**config.mk**
```make
export PLATFORM = sky130hd
export DESIGN_NAME = csw_encoder
export DESIGN_NICKNAME = d
export VERILOG_FILES = /design/src/hdl/csw_pkg.sv /design/src/hdl/csw_allow.sv /design/src/hdl/csw_serial_fmt.sv /design/src/hdl/csw_encoder.sv
export VERILOG_INCLUDE_DIRS = /design/src /design/src/hdl
export SDC_FILE = /design/constraint.sdc
export NUM_CORES = 1
export LEC_CHECK = 0
export ABC_AREA = 1
export BUFFER_PORTS_ARGS = -buffer_cell sky130_fd_sc_hd__buf_4
export CAP_MARGIN = 20
export CORE_AREA = 2 2 174 125
export CTS_BUF_LIST = sky130_fd_sc_hd__clkbuf_8
export DETAILED_ROUTE_END_ITERATION = 7
export DIE_AREA = 0 0 176 127
export GPL_TIMING_DRIVEN = 0
export HOLD_SLACK_MARGIN = 0.1
export PLACE_DENSITY = 0.61
export SLEW_MARGIN = 40
export SYNTH_ARGS = -nofsm -noshare
export SYNTH_HDL_FRONTEND = slang
export SYNTH_HIERARCHICAL = 1
export SYNTH_SLANG_ARGS = --single-unit
```
**constraint.sdc**
```tcl
create_clock -name clk -period 2.5 [get_ports clk]
set_input_delay 0.5 -clock clk [delete_from_list [all_inputs] [get_ports clk]]
set_output_delay 0.5 -clock clk [all_outputs]
set_load 0.01 [all_outputs]
```
**src/hdl/csw_regs.svh**
```systemverilog
// Purpose: Constants for the card status word encoder
// Assumes: Byte values per status word coding
// Notes: Bit b8 is the most significant bit of a byte
`ifndef CSW_REGS_SVH
`define CSW_REGS_SVH
`define CSW_SW1_OK 8'h90
`define CSW_SW1_PROACTIVE 8'h91
`define CSW_SW1_MEMORY 8'h92
`define CSW_SW1_BUSY 8'h93
`define CSW_SW1_REFER 8'h94
`define CSW_SW1_SECURITY 8'h98
`define CSW_SW1_DL_ERROR 8'h9E
`define CSW_SW1_LENGTH 8'h9F
`define CSW_SW1_BAD_P3 8'h67
`define CSW_SW1_BAD_P1P2 8'h6B
`define CSW_SW1_BAD_INS 8'h6D
`define CSW_SW1_BAD_CLA 8'h6E
`define CSW_SW1_TECH 8'h6F
`define CSW_SW2_NONE 8'h00
`define CSW_SW2_NO_EF 8'h00
`define CSW_SW2_OUT_OF_RANGE 8'h02
`define CSW_SW2_NOT_FOUND 8'h04
`define CSW_SW2_INCONSISTENT 8'h08
`define CSW_SW2_MEM_PROBLEM 8'h40
`define CSW_SW2_NO_CHV 8'h02
`define CSW_SW2_ACCESS 8'h04
`define CSW_SW2_CHV_STATUS 8'h08
`define CSW_SW2_INVAL_STATUS 8'h10
`define CSW_SW2_BLOCKED 8'h40
`define CSW_SW2_MAX_VALUE 8'h50
`define CSW_CLASS_BYTE 8'hA0
`define CSW_PAD_BYTE 8'hFF
`define CSW_DELETED_LAST 8'hFE
`define CSW_PAD_NIBBLE 4'hF
`define CSW_SERIAL_FID 16'h2FE2
`define CSW_SERIAL_BYTES 10
`endif

```
**src/hdl/csw_pkg.sv**
```systemverilog
// Purpose: Types for the card status word encoder
// Assumes: Nothing beyond the header
// Notes: Command and condition enumerations
package csw_pkg;
   typedef enum logic [4:0] {
      CSW_CMD_SELECT, CSW_CMD_STATUS, CSW_CMD_UPD_BIN, CSW_CMD_UPD_REC,
      CSW_CMD_RD_BIN, CSW_CMD_RD_REC, CSW_CMD_SEEK, CSW_CMD_INCREASE,
      CSW_CMD_VERIFY, CSW_CMD_CHANGE, CSW_CMD_DISABLE, CSW_CMD_ENABLE,
      CSW_CMD_UNBLOCK, CSW_CMD_INVALIDATE, CSW_CMD_REHAB, CSW_CMD_RUN_ALG,
      CSW_CMD_SLEEP, CSW_CMD_GET_RESP, CSW_CMD_TERM_PROF, CSW_CMD_ENVELOPE,
      CSW_CMD_FETCH, CSW_CMD_TERM_RESP
   } csw_cmd_t;
   // Execution outcome reported by the command engine
   typedef enum logic [4:0] {
      CSW_OUT_OK, CSW_OUT_PROACTIVE, CSW_OUT_DL_ERROR, CSW_OUT_LENGTH,
      CSW_OUT_BUSY, CSW_OUT_RETRY, CSW_OUT_MEM_PROBLEM, CSW_OUT_NO_EF,
      CSW_OUT_OUT_OF_RANGE, CSW_OUT_NOT_FOUND, CSW_OUT_INCONSISTENT,
      CSW_OUT_NO_CHV, CSW_OUT_ACCESS, CSW_OUT_CHV_STATUS, CSW_OUT_INVAL_STATUS,
      CSW_OUT_BLOCKED, CSW_OUT_MAX_VALUE, CSW_OUT_TECH
   } csw_out_t;
   typedef enum logic [1:0] {
      CSW_ST_IDLE, CSW_ST_SEND_SW1, CSW_ST_SEND_SW2
   } csw_state_t;
endpackage : csw_pkg

```
**src/hdl/csw_allow.sv**
```systemverilog
// Purpose: Per command table of permitted status conditions
// Assumes: Pure combinational lookup
// Notes: Index is the outcome enumeration value
`timescale 1ns/1ns
module csw_allow (
   input wire csw_pkg::csw_cmd_t cmd,
   input wire csw_pkg::csw_out_t outcome,
   output logic allowed
);
   import csw_pkg::*;
   logic [17:0] mask;
   always_comb begin
      case (cmd)
         CSW_CMD_SELECT, CSW_CMD_STATUS: mask = 18'h2024B;
         CSW_CMD_UPD_BIN, CSW_CMD_UPD_REC: mask = 18'h255E3;
         CSW_CMD_RD_BIN, CSW_CMD_RD_REC: mask = 18'h255C3;
         CSW_CMD_SEEK: mask = 18'h356EB;
         CSW_CMD_INCREASE: mask = 18'h356E9;
         CSW_CMD_VERIFY, CSW_CMD_CHANGE, CSW_CMD_DISABLE, CSW_CMD_ENABLE: mask = 18'h2B863;
         CSW_CMD_UNBLOCK, CSW_CMD_INVALIDATE: mask = 18'h2F8E3;
         CSW_CMD_REHAB: mask = 18'h250E3;
         CSW_CMD_RUN_ALG: mask = 18'h21449;
         CSW_CMD_SLEEP, CSW_CMD_GET_RESP: mask = 18'h20043;
         CSW_CMD_FETCH, CSW_CMD_TERM_RESP: mask = 18'h20063;
         CSW_CMD_TERM_PROF, CSW_CMD_ENVELOPE: mask = 18'h2007F;
         default: mask = 18'h00000;
      endcase
      allowed = mask[outcome];
   end
endmodule : csw_allow

```
**src/hdl/csw_serial_fmt.sv**
```systemverilog
// Purpose: Packs serial number digits into the card serial file
// Assumes: Digits arrive as BCD, most significant first
// Notes: Unused digit positions padded with F
`timescale 1ns/1ns
`include "csw_regs.svh"
module csw_serial_fmt #(
   parameter int DIGITS = 20
) (
   input wire logic [DIGITS*4-1:0] digits,
   input wire logic [4:0] digit_count,
   input wire logic swap_nibbles,
   output logic [DIGITS*4-1:0] file_bytes
);
   logic [DIGITS*4-1:0] padded;
   always_comb begin
      for (int i = 0; i < DIGITS; i++) begin
         padded[(DIGITS-1-i)*4 +: 4] = (i < int'(digit_count)) ? digits[(DIGITS-1-i)*4 +: 4] : `CSW_PAD_NIBBLE;
      end
      for (int b = 0; b < DIGITS/2; b++) begin
         if (swap_nibbles) begin
            file_bytes[b*8 +: 8] = {padded[b*8 +: 4], padded[b*8+4 +: 4]};
         end else begin
            file_bytes[b*8 +: 8] = padded[b*8 +: 8];
         end
      end
   end
endmodule : csw_serial_fmt

```
**src/hdl/csw_encoder.sv**
```systemverilog
// Purpose: Picks and sends the two byte status word of each command
// Assumes: Command header and engine outcome valid with done pulse
// Notes: Also formats file padding and card serial file content
`timescale 1ns/1ns
`include "csw_regs.svh"
module csw_encoder #(
   parameter int SERIAL_DIGITS = 20
) (
   input wire logic clk,
   input wire logic rst,
   input wire logic cmd_done,
   input wire logic class_ok,
   input wire logic ins_known,
   input wire csw_pkg::csw_cmd_t cmd,
   input wire logic p1p2_ok,
   input wire logic p3_ok,
   input wire logic [7:0] p3_correct,
   input wire csw_pkg::csw_out_t outcome,
   input wire logic [7:0] outcome_len,
   input wire logic card_toolkit,
   input wire logic handset_toolkit,
   input wire logic seek_type2,
   input wire logic tx_ready,
   input wire logic data_in_valid,
   input wire logic [7:0] data_in,
   input wire logic data_unassigned,
   input wire logic data_deleted,
   input wire logic data_deleted_last,
   input wire logic data_text7,
   input wire logic [7:0] deleted_value,
   input wire logic [SERIAL_DIGITS*4-1:0] serial_digits,
   input wire logic [4:0] serial_count,
   input wire logic serial_swap,
   input wire logic [3:0] serial_index,
   input wire logic file_optional,
   input wire logic [15:0] file_size,
   input wire logic item_present,
   input wire logic item_mandatory,
   output logic tx_valid,
   output logic [7:0] tx_byte,
   output logic tx_last,
   output logic busy,
   output logic data_out_valid,
   output logic [7:0] data_out,
   output logic [7:0] serial_byte,
   output logic file_ok,
   output logic [7:0] last_sw1,
   output logic [7:0] last_sw2
);
   import csw_pkg::*;
   csw_state_t state_reg;
   logic [7:0] sw1_reg;
   logic [7:0] sw2_reg;
   logic [7:0] sw1_next;
   logic [7:0] sw2_next;
   logic allowed;
   logic toolkit_ok;
   logic proactive_ok;
   logic pending_proactive_reg;
   logic [7:0] pending_len_reg;
   csw_out_t eff_out;
   logic [SERIAL_DIGITS*4-1:0] serial_image;

   csw_allow u_allow (
      .cmd(cmd),
      .outcome(eff_out),
      .allowed(allowed)
   );

   csw_serial_fmt #(.DIGITS(SERIAL_DIGITS)) u_serial (
      .digits(serial_digits),
      .digit_count(serial_count),
      .swap_nibbles(serial_swap),
      .file_bytes(serial_image)
   );

   // ****************************************
   // Status word selection
   // ****************************************
   // toolkit statuses need both ends
   assign toolkit_ok = card_toolkit & handset_toolkit;
   assign proactive_ok = toolkit_ok & ~(cmd == CSW_CMD_SEEK && seek_type2);

   always_comb begin
      eff_out = outcome;
      if ((outcome == CSW_OUT_PROACTIVE) && !proactive_ok) begin
         eff_out = CSW_OUT_OK;
      end
      if (((outcome == CSW_OUT_BUSY) || (outcome == CSW_OUT_DL_ERROR)) && !toolkit_ok) begin
         eff_out = CSW_OUT_TECH;
      end
   end

   always_comb begin
      sw1_next = `CSW_SW1_TECH;
      sw2_next = `CSW_SW2_NONE;
      if (!class_ok) begin
         sw1_next = `CSW_SW1_BAD_CLA;
      end else if (!ins_known) begin
         sw1_next = `CSW_SW1_BAD_INS;
      end else if (!p1p2_ok && outcome == CSW_OUT_OUT_OF_RANGE) begin
         sw1_next = `CSW_SW1_REFER;
         sw2_next = `CSW_SW2_OUT_OF_RANGE;
      end else if (!p1p2_ok) begin
         sw1_next = `CSW_SW1_BAD_P1P2;
      end else if (!p3_ok) begin
         sw1_next = `CSW_SW1_BAD_P3;
         sw2_next = p3_correct;
      end else if (!allowed) begin
         sw1_next = `CSW_SW1_TECH;
      end else begin
         case (eff_out)
            CSW_OUT_OK: begin
               if (cmd == CSW_CMD_GET_RESP && pending_proactive_reg && toolkit_ok) begin
                  sw1_next = `CSW_SW1_PROACTIVE;
                  sw2_next = pending_len_reg;
               end else begin
                  sw1_next = `CSW_SW1_OK;
               end
            end
            CSW_OUT_PROACTIVE: begin
               sw1_next = `CSW_SW1_PROACTIVE;
               sw2_next = outcome_len;
            end
            CSW_OUT_DL_ERROR: begin
               sw1_next = `CSW_SW1_DL_ERROR;
               sw2_next = outcome_len;
            end
            CSW_OUT_LENGTH: begin
               sw1_next = `CSW_SW1_LENGTH;
               sw2_next = outcome_len;
            end
            CSW_OUT_BUSY: sw1_next = `CSW_SW1_BUSY;
            CSW_OUT_RETRY: begin
               sw1_next = `CSW_SW1_MEMORY;
               sw2_next = {4'h0, outcome_len[3:0]};
            end
            CSW_OUT_MEM_PROBLEM: begin
               sw1_next = `CSW_SW1_MEMORY;
               sw2_next = `CSW_SW2_MEM_PROBLEM;
            end
            CSW_OUT_NO_EF: sw1_next = `CSW_SW1_REFER;
            CSW_OUT_OUT_OF_RANGE: begin
               sw1_next = `CSW_SW1_REFER;
               sw2_next = `CSW_SW2_OUT_OF_RANGE;
            end
            CSW_OUT_NOT_FOUND: begin
               sw1_next = `CSW_SW1_REFER;
               sw2_next = `CSW_SW2_NOT_FOUND;
            end
            CSW_OUT_INCONSISTENT: begin
               sw1_next = `CSW_SW1_REFER;
               sw2_next = `CSW_SW2_INCONSISTENT;
            end
            CSW_OUT_NO_CHV: begin
               sw1_next = `CSW_SW1_SECURITY;
               sw2_next = `CSW_SW2_NO_CHV;
            end
            CSW_OUT_ACCESS: begin
               sw1_next = `CSW_SW1_SECURITY;
               sw2_next = `CSW_SW2_ACCESS;
            end
            CSW_OUT_CHV_STATUS: begin
               sw1_next = `CSW_SW1_SECURITY;
               sw2_next = `CSW_SW2_CHV_STATUS;
            end
            CSW_OUT_INVAL_STATUS: begin
               sw1_next = `CSW_SW1_SECURITY;
               sw2_next = `CSW_SW2_INVAL_STATUS;
            end
            CSW_OUT_BLOCKED: begin
               sw1_next = `CSW_SW1_SECURITY;
               sw2_next = `CSW_SW2_BLOCKED;
            end
            CSW_OUT_MAX_VALUE: begin
               sw1_next = `CSW_SW1_SECURITY;
               sw2_next = `CSW_SW2_MAX_VALUE;
            end
            default: sw1_next = `CSW_SW1_TECH;
         endcase
      end
   end

   // ****************************************
   // Deferred proactive after type 2 seek
   // ****************************************
   // remember for response retrieval
   always_ff @(posedge clk or posedge rst) begin
      if (rst) begin
         pending_proactive_reg <= 1'b0;
         pending_len_reg <= 8'h00;
      end else if (cmd_done && state_reg == CSW_ST_IDLE) begin
         if (cmd == CSW_CMD_SEEK && seek_type2 && outcome == CSW_OUT_PROACTIVE && toolkit_ok) begin
            pending_proactive_reg <= 1'b1;
            pending_len_reg <= outcome_len;
         end else if (cmd == CSW_CMD_GET_RESP) begin
            pending_proactive_reg <= 1'b0;
         end
      end
   end

   // ****************************************
   // Captured and completed words
   // ****************************************
   // word held for both bytes
   always_ff @(posedge clk or posedge rst) begin
      if (rst) begin
         sw1_reg <= 8'h00;
         sw2_reg <= 8'h00;
      end else if (cmd_done && state_reg == CSW_ST_IDLE) begin
         sw1_reg <= sw1_next;
         sw2_reg <= sw2_next;
      end
   end

   always_ff @(posedge clk or posedge rst) begin
      if (rst) begin
         last_sw1 <= 8'h00;
         last_sw2 <= 8'h00;
      end else if (tx_ready && state_reg == CSW_ST_SEND_SW2) begin
         last_sw1 <= sw1_reg;
         last_sw2 <= sw2_reg;
      end
   end

   // ****************************************
   // Status word transmit sequence
   // ****************************************
   // first then second byte, back to back
   always_ff @(posedge clk or posedge rst) begin
      if (rst) begin
         state_reg <= CSW_ST_IDLE;
         tx_valid <= 1'b0;
         tx_byte <= 8'h00;
         tx_last <= 1'b0;
         busy <= 1'b0;
      end else begin
         case (state_reg)
            CSW_ST_IDLE: begin
               if (cmd_done) begin
                  tx_valid <= 1'b1;
                  tx_byte <= sw1_next;
                  tx_last <= 1'b0;
                  busy <= 1'b1;
                  state_reg <= CSW_ST_SEND_SW1;
               end
            end
            CSW_ST_SEND_SW1: begin
               if (tx_ready) begin
                  tx_byte <= sw2_reg;
                  tx_last <= 1'b1;
                  state_reg <= CSW_ST_SEND_SW2;
               end
            end
            CSW_ST_SEND_SW2: begin
               if (tx_ready) begin
                  tx_valid <= 1'b0;
                  tx_last <= 1'b0;
                  busy <= 1'b0;
                  state_reg <= CSW_ST_IDLE;
               end
            end
            default: state_reg <= CSW_ST_IDLE;
         endcase
      end
   end

   // ****************************************
   // File data conventions
   // ****************************************
   // unassigned padding, deleted value
   always_ff @(posedge clk or posedge rst) begin
      if (rst) begin
         data_out_valid <= 1'b0;
         data_out <= 8'h00;
      end else begin
         data_out_valid <= data_in_valid;
         if (data_deleted) begin
            data_out <= data_deleted_last ? deleted_value : `CSW_PAD_BYTE;
         end else if (data_unassigned) begin
            data_out <= `CSW_PAD_BYTE;
         end else if (data_text7) begin
            // b8 cleared, b8 is bit 7
            data_out <= {1'b0, data_in[6:0]};
         end else begin
            data_out <= data_in;
         end
      end
   end

   always_ff @(posedge clk or posedge rst) begin
      if (rst) begin
         file_ok <= 1'b1;
      end else if (file_size == 16'h0000) begin
         file_ok <= file_optional;
      end else begin
         file_ok <= item_present | ~item_mandatory;
      end
   end

   // ten byte serial file, twenty digits
   always_ff @(posedge clk or posedge rst) begin
      if (rst) begin
         serial_byte <= `CSW_PAD_BYTE;
      end else if (int'(serial_index) < `CSW_SERIAL_BYTES) begin
         serial_byte <= serial_image[(SERIAL_DIGITS/2-1-int'(serial_index))*8 +: 8];
      end else begin
         serial_byte <= `CSW_PAD_BYTE;
      end
   end
endmodule : csw_encoder

```
# Word level (Yosys, flattened, before mapping)
# Memories as Yosys holds them, arrays and structs flattened.
# Index checks and enable logic that the tools add are counted.
# classes
addsub,1
n_mul,0
n_div,0
magnitude_cmp,22
eq_ne,27
shift,1
muxes,71
n_bitwise,5
n_reduce_logical,35
# ops
operator,count
$mux 8,30
$mux 4,20
$shiftx 80x8->8,1
$pmux 8 s9,1
$pmux 8 s8,1
$eq 5x4->1 const B,9
$lt 4x5->1 const A,8
$eq 5x3->1 const B,6
$lt 3x5->1 const A,4
$lt 5x5->1 const A,4
$logic_not 16->1,1
$pmux 8 s2,1
$eq 5x2->1 const B,3
$eq 5x1->1 const B,2
$eq 5x5->1 const B,2
$logic_and 1x1->1,10
$lt 1x5->1 const A,2
$lt 2x5->1 const A,2
$mux 5,2
$reduce_or 2->1,5
$mux 1,9
$reduce_and 3->1,3
$lt 5x6->1 const B,1
$mux 2,3
other kinds (23),32
# word_totals
regBits,71
latch_bits,0
mem_bits_rw,0
rom_bits,576
in_bits,167
out_inout_bits,45
elab_cells,177
mem_count,1
# memory_table
name,words,width,rd,rd_ports_with_merged_regs,write_ports,line,text
(no name shown),32,18,1,0,0,csw_allow.sv:13,case (cmd)

# Longest topological paths before layout
# logic_depth
depth_word,19
depth_mapped,27
mapped_depth_nobuf,26

# Hierarchy
# Netlist, hierarchy kept.
# by_module_without_submodules
module,instances,cells_each,area_per_inst_um2,seq_area_each_um2
csw_encoder,1,538,4058.9,1687.9
csw_serial_fmt,1,419,1686.6,0.0
csw_allow,1,70,355.3,0.0

# Worst setup path after synthesis
# OpenSTA, ideal clock, no wires.
# synth_timing
path_kind,input to register
start,input port outcome[1]
end,register tx_byte[4]
setup_ns,0.123
arrival_ns,2.360
t_required_ns,2.377
path_slack_ns,0.017
path_stages,26
path_buffers,2
path_cell_list,buf_6 inv_4 nand3_1 nor2_2 nand2_2 nand2_1 nand2_2 inv_1 nand3_1 nand2_1 inv_1 a21oi_1 nand2_1 nand2_1 nand2_1 nand2_1 nand2_1 buf_4 nand2_1 inv_1 nand2_2 nand2_2 nand2_2 nand2_1 o21ai_1 o21ai_1
# synth_via
elab_cells_between_ends,41
cone_classes,eq/ne (20); mux (13); reduce/logical (8)
# synth_rtl
item,line,text
from (decl),csw_encoder.sv:18,"input wire csw_pkg::csw_out_t outcome,"
$eq 5x1->1 (tied with other cells),csw_encoder.sv:86,if ((outcome == CSW_OUT_PROACTIVE) && !proactive_ok) begin
$logic_and 1x1->1 or $logic_or 1x1->1 (tied branches),"csw_encoder.sv:86, csw_encoder.sv:89",
$mux 5 or $logic_and 1x1->1 (tied branches),"csw_encoder.sv:86, csw_encoder.sv:89",
$mux 5 *,csw_encoder.sv:89,if (((outcome == CSW_OUT_BUSY) || (outcome == CSW_OUT_DL_ERROR)) && !toolkit_ok) begin
named net eff_out[0],csw_encoder.sv:61,csw_out_t eff_out;
$bmux 1 s5 *,csw_allow.sv:28,allowed = mask[outcome];
$mux 1 (not written as such) *,csw_allow.sv:28,
named net allowed,csw_encoder.sv:56,logic allowed;
$mux 8 *,csw_encoder.sv:109,end else if (!allowed) begin
$mux 8 *,csw_encoder.sv:106,end else if (!p3_ok) begin
$mux 8 *,csw_encoder.sv:104,end else if (!p1p2_ok) begin
$mux 8 *,csw_encoder.sv:101,end else if (!p1p2_ok && outcome == CSW_OUT_OUT_OF_RANGE) begin
$mux 8 *,csw_encoder.sv:99,end else if (!ins_known) begin
$mux 8 *,csw_encoder.sv:97,if (!class_ok) begin
$mux 8 *,csw_encoder.sv:240,if (cmd_done) begin
$pmux 8 s2 *,csw_encoder.sv:238,case (state_reg)
to (signal assigned),csw_encoder.sv:242,tx_byte <= sw1_next;
to (signal assigned),csw_encoder.sv:250,tx_byte <= sw2_reg;
to (decl),csw_encoder.sv:40,"output logic [7:0] tx_byte,"
# The timed path passes the listed nets; every way through them passes the cells marked *. The select of a mux whose other input is x is not followed.
# A chain may end at the register's enable or synchronous reset.

# Worst setup path in the final report
# layout_timing
start,input port cmd[1]
end,register tx_byte[0]
# layout_via
elab_cells_between_ends,44
cone_classes,eq/ne (18); mux (14); bitwise (2); reduce/logical (9); memory (1)
# layout_rtl
item,line,text
from (decl),csw_encoder.sv:14,"input wire csw_pkg::csw_cmd_t cmd,"
$eq 5x3->1,csw_encoder.sv:82,assign proactive_ok = toolkit_ok & ~(cmd == CSW_CMD_SEEK && seek_type2);
$logic_and 1x1->1,csw_encoder.sv:82,
$not 1->1,csw_encoder.sv:82,
$and 1x1->1,csw_encoder.sv:82,
$logic_not 1->1,csw_encoder.sv:86,
$logic_and 1x1->1,csw_encoder.sv:86,
$mux 5,csw_encoder.sv:86,
$mux 5,csw_encoder.sv:89,
named net eff_out[0],csw_encoder.sv:61,
(+2 left out),-,
named net allowed,csw_encoder.sv:56,
$mux 8,csw_encoder.sv:109,
$mux 8,csw_encoder.sv:106,
$mux 8,csw_encoder.sv:104,
$mux 8,csw_encoder.sv:101,
$mux 8,csw_encoder.sv:99,
$mux 8,csw_encoder.sv:97,
$mux 8,csw_encoder.sv:240,
$pmux 8 s2,csw_encoder.sv:238,
# The timed path passes the listed nets, and every way through them passes these cells. The select of a mux whose other input is x is not followed.

==> flow_summary_export.csv <==
group,metric,value,unit
status,outcome,"completed",
final_layout,layout.nets,1424,
route,route.antenna.remaining_nets,0,
sta,fin_tns_setup,0,ns
clock_tree,clk_root_buffer_cell,"sky130_fd_sc_hd__clkbuf_8",
route,drc,0,
logic_synthesis,synth.avg_cell_area,5.94,um2
route,via_count,7348,
floorplanning,dieArea,22400,um2
floorplanning,design.core.area,20500,um2
sta,holdWs,0.261,ns
placed_design,io_buffer_count,208,
final_layout,n_antenna_cell,0,
sta,fmaxAchievable,0.433,GHz
setup_path,path_common_cell,"sky130_fd_sc_hd__nand2_1",
setup_path,worst_path_largest_cell_delay,0.14,ns
route,post_drt_wl_per_cell,14.9,um
global_routing,remaining_overflow_grt,0,
sta,final_min_period_over_clock_period,92.3,%
logic_synthesis,biggest_area_consumer_among_synthesized_cells,"sky130_fd_sc_hd__nand2_1",
clock_tree,cts-htree-levels,3,
setup_path,critPathSlowestCell,"sky130_fd_sc_hd__buf_4",
route,met2RoutedLength,9770,um
floorplanning,rows,44,
clock_tree,clkTransAtPathRegs,0.08,ns
setup_path,setup.worst_path.start_class,"input pin",
clock_tree,clock_insertion_delay_worst_skew,0.35,ns
logic_synthesis,synthDistinctLibCells,48,
run,cap_violations,0,
sta,finalCriticalPeriod,2.31,ns
route,drt_iter0_markers,576,
logic_synthesis,synth_seq_cells,67,
power_and_ir_drop,cellPowerDensity,531,nW/um2
setup_path,required,2.75,ns
global_routing,pin_count_of_the_biggest_net_entering_global_routing,41,
placed_design,postPlaceCellArea,8030,um2
global_routing,first_global_vias,6917,
setup_path,crit_fanout,8,
power_and_ir_drop,irDropWorstVdd,0.000280,V
clock_tree,cts.sinks,67,
final_layout,fin_area,8380,um2
logic_synthesis,synthesis.instances,1027,
placed_design,post-dp-hpwl,18700,um
logic_synthesis,synth.area.top_cells,"sky130_fd_sc_hd__nand2_1 26%, sky130_fd_sc_hd__dfrtp_1 24%, sky130_fd_sc_hd__inv_1 7.2%",
sta,relSlewSlack,43.6,%
floorplanning,top_level_ports,212,
placed_design,gp_congestion,0.931,
clock_tree,cts_tree,"yes",
global_routing,grt_antenna_before_repair,0,
final_layout,seq_area,1690,um2
global_routing,grt_usage,20.4,%
sta,final.setup_skew,0.00769,ns
setup_path,worstPathArrival,2.56,ns
final_layout,filler_cell_count,2229,
clock_tree,tritoncts.num_buffers,9,
floorplanning,die_height,127,um
sta,setup_violations,0,
logic_synthesis,yosys_warnings,6,
floorplanning,die-width,176,um
sta,final_hold_viol_count,0,
sta,timing.final.max_slew_violations,0,
route,drt-met1-wl,10900,um
route,maxUsedRoutingLayer,"met4",
final_layout,layout-drive-gt1-share,26.8,%
logic_synthesis,seq_area_frac_synth,27.7,%
min_path,worstHoldPathType,"input pin to flop",
final_layout,multiInputGateArea,3770,um2
setup_path,cp-end-kind,"flop",
logic_synthesis,net_count_after_synthesis,1199,
global_routing,grt_first_pass_wirelength,36100,um
route,met3_wirelength,1980,um
final_layout,layout_area_growth_over_synthesis,37.3,%
min_path,min_delay_path_depth,1,
logic_synthesis,syn_area,6100,um2
route,drt-total-wl,22900,um
route,dr.pass1.iters,5,
setup_path,r2r.worst_path.cells,6,
route,avgViaCountPerCell,4.79,
sta,max_slew.worst_pin.slew,0.839,ns
final_layout,finish.utilization,40.8,%
setup_path,worst-setup-path-type,"input pin to flop",
power_and_ir_drop,leakagePower,4.68,nW
logic_synthesis,synth_top_area_share,26.2,%
floorplanning,initial_utilization,29.7,%
clock_tree,cts_max_path_buffers,2,
## cell families after synthesis
kind of cell | synth area share [%]
flip-flops | 27.7
multiplexers | 2.40
AND/OR/NAND/NOR | 42.7
AO/OA/AOI/OAI | 14.3
buffers and inverters | 11.8
XOR/XNOR | 0.144
adder cells (fa/ha/maj) | 1.03
## final timing paths
kind	startpoint	end	slack (ns)
max in group asynchronous	rst	sw1_reg[0]$_DFFE_PP0P_	1.35
hold reg to reg	sw2_reg[3]$_DFFE_PP0P_	sw2_reg[3]$_DFFE_PP0P_	0.48
setup / recovery	cmd[1]	tx_byte[0]$_DFFE_PP0P_	0.19
min in group asynchronous	rst	data_out[3]$_DFF_PP0_	0.67
hold / removal	data_in_valid	data_out_valid$_DFF_PP0_	0.26
setup reg to reg	state_reg[1]$_DFFE_PP0P_	pending_len_reg[2]$_DFFE_PP0P_	0.38
## cells in the mapped netlist (all sizes together)
library cell and instances:
xnor2 1, o221ai 8, o211ai 11, a21boi 1
mux2 13, o311ai 1, nand3 57, nand4 6
a221o 1, o22a 7, dfstp 9, clkinv 2
a22oi 1, inv 126, a32o 1, o22ai 7
nand3b 4, a21oi 17, or2 14, ha 5
nor4 6, o21a 1, nor2 88, nor3 9
o21ai 86, buf 20, a31oi 3, nand2 440
dfrtp 58, clkbuf 24
## power by group
group	switching (mW)	total [mW]	internal, mW
Clock	0.408	0.989	0.581
Sequential	0.137	1.50	1.36
Combinational	1.10	1.96	0.863
## critical path: cells and delay by family
| family | cells | cell delay [ns] |
|---|---|---|
| simple gates | 23 | 1.51 |
| buf+inv | 4 | 0.38 |
| compound gates | 1 | 0.13 |
## per-layer routing
| layer | vias up | track usage (%) |
|---|---|---|
| li1 | 3691 | - |
| met2 | 277 | 30.7 |
| met1 | 3359 | 29.8 |
| met5 | - | 0 |
| met3 | 21 | 5.06 |
| met4 | 0 | 3.65 |
## layout make-up
type                       instances  area share, %
multi-input combinational        788           45.0
timing repair buffer             215           19.4
tap                              276           4.12
sequential                        67           20.1
clock buffer                      10           1.64
clock inverter                     6          0.971
buffer                            43           2.81
inverter                         128           5.87
## metrics by stage
step | total power, mW | worst slack, ns | cells
2_1_floorplan | 2.56 | 0.0166 | 1027
3_3_place_gp | 3.42 | -0.682 | 1511
3_5_place_dp | 3.44 | -0.634 | 1512
4_1_cts | 4.45 | 0.0115 | 1528
5_1_grt | 4.79 | -0.0238 | 1533
6_report | 4.45 | 0.192 | 1533
## what timing repair did
action / 4_1_cts / 5_1_grt
pin swaps: 0 / 4
setup buffers: 0 / 5
gates resized for setup: 5 / 21
hold buffers: 1 / 0
hold endpoints to repair: 14 / 0
setup endpoints to repair: 14 / 13
## cell usage in the layout (no fill, tap or decap), drive strengths merged
cell         count
dlygate4sd3      1
nor2            88
inv            127
xnor2            1
nor3             9
nand3b           4
nand3           57
a32o             1
ha               5
a21boi           1
o21ai           86
bufinv           2
dfrtp           58
buf            234
o211ai          11
a31oi            3
o311ai           1
nand4            6
o221ai           8
o22a             7
o22ai            7
nor4             6
or2             14
clkinv           4
a221o            1
clkbuf          33
nand2          440
clkinvlp         1
o21a             1
dfstp            9
a21oi           17
mux2            13
a22oi            1
No activity file was read; power rests on OpenSTA's default activity.
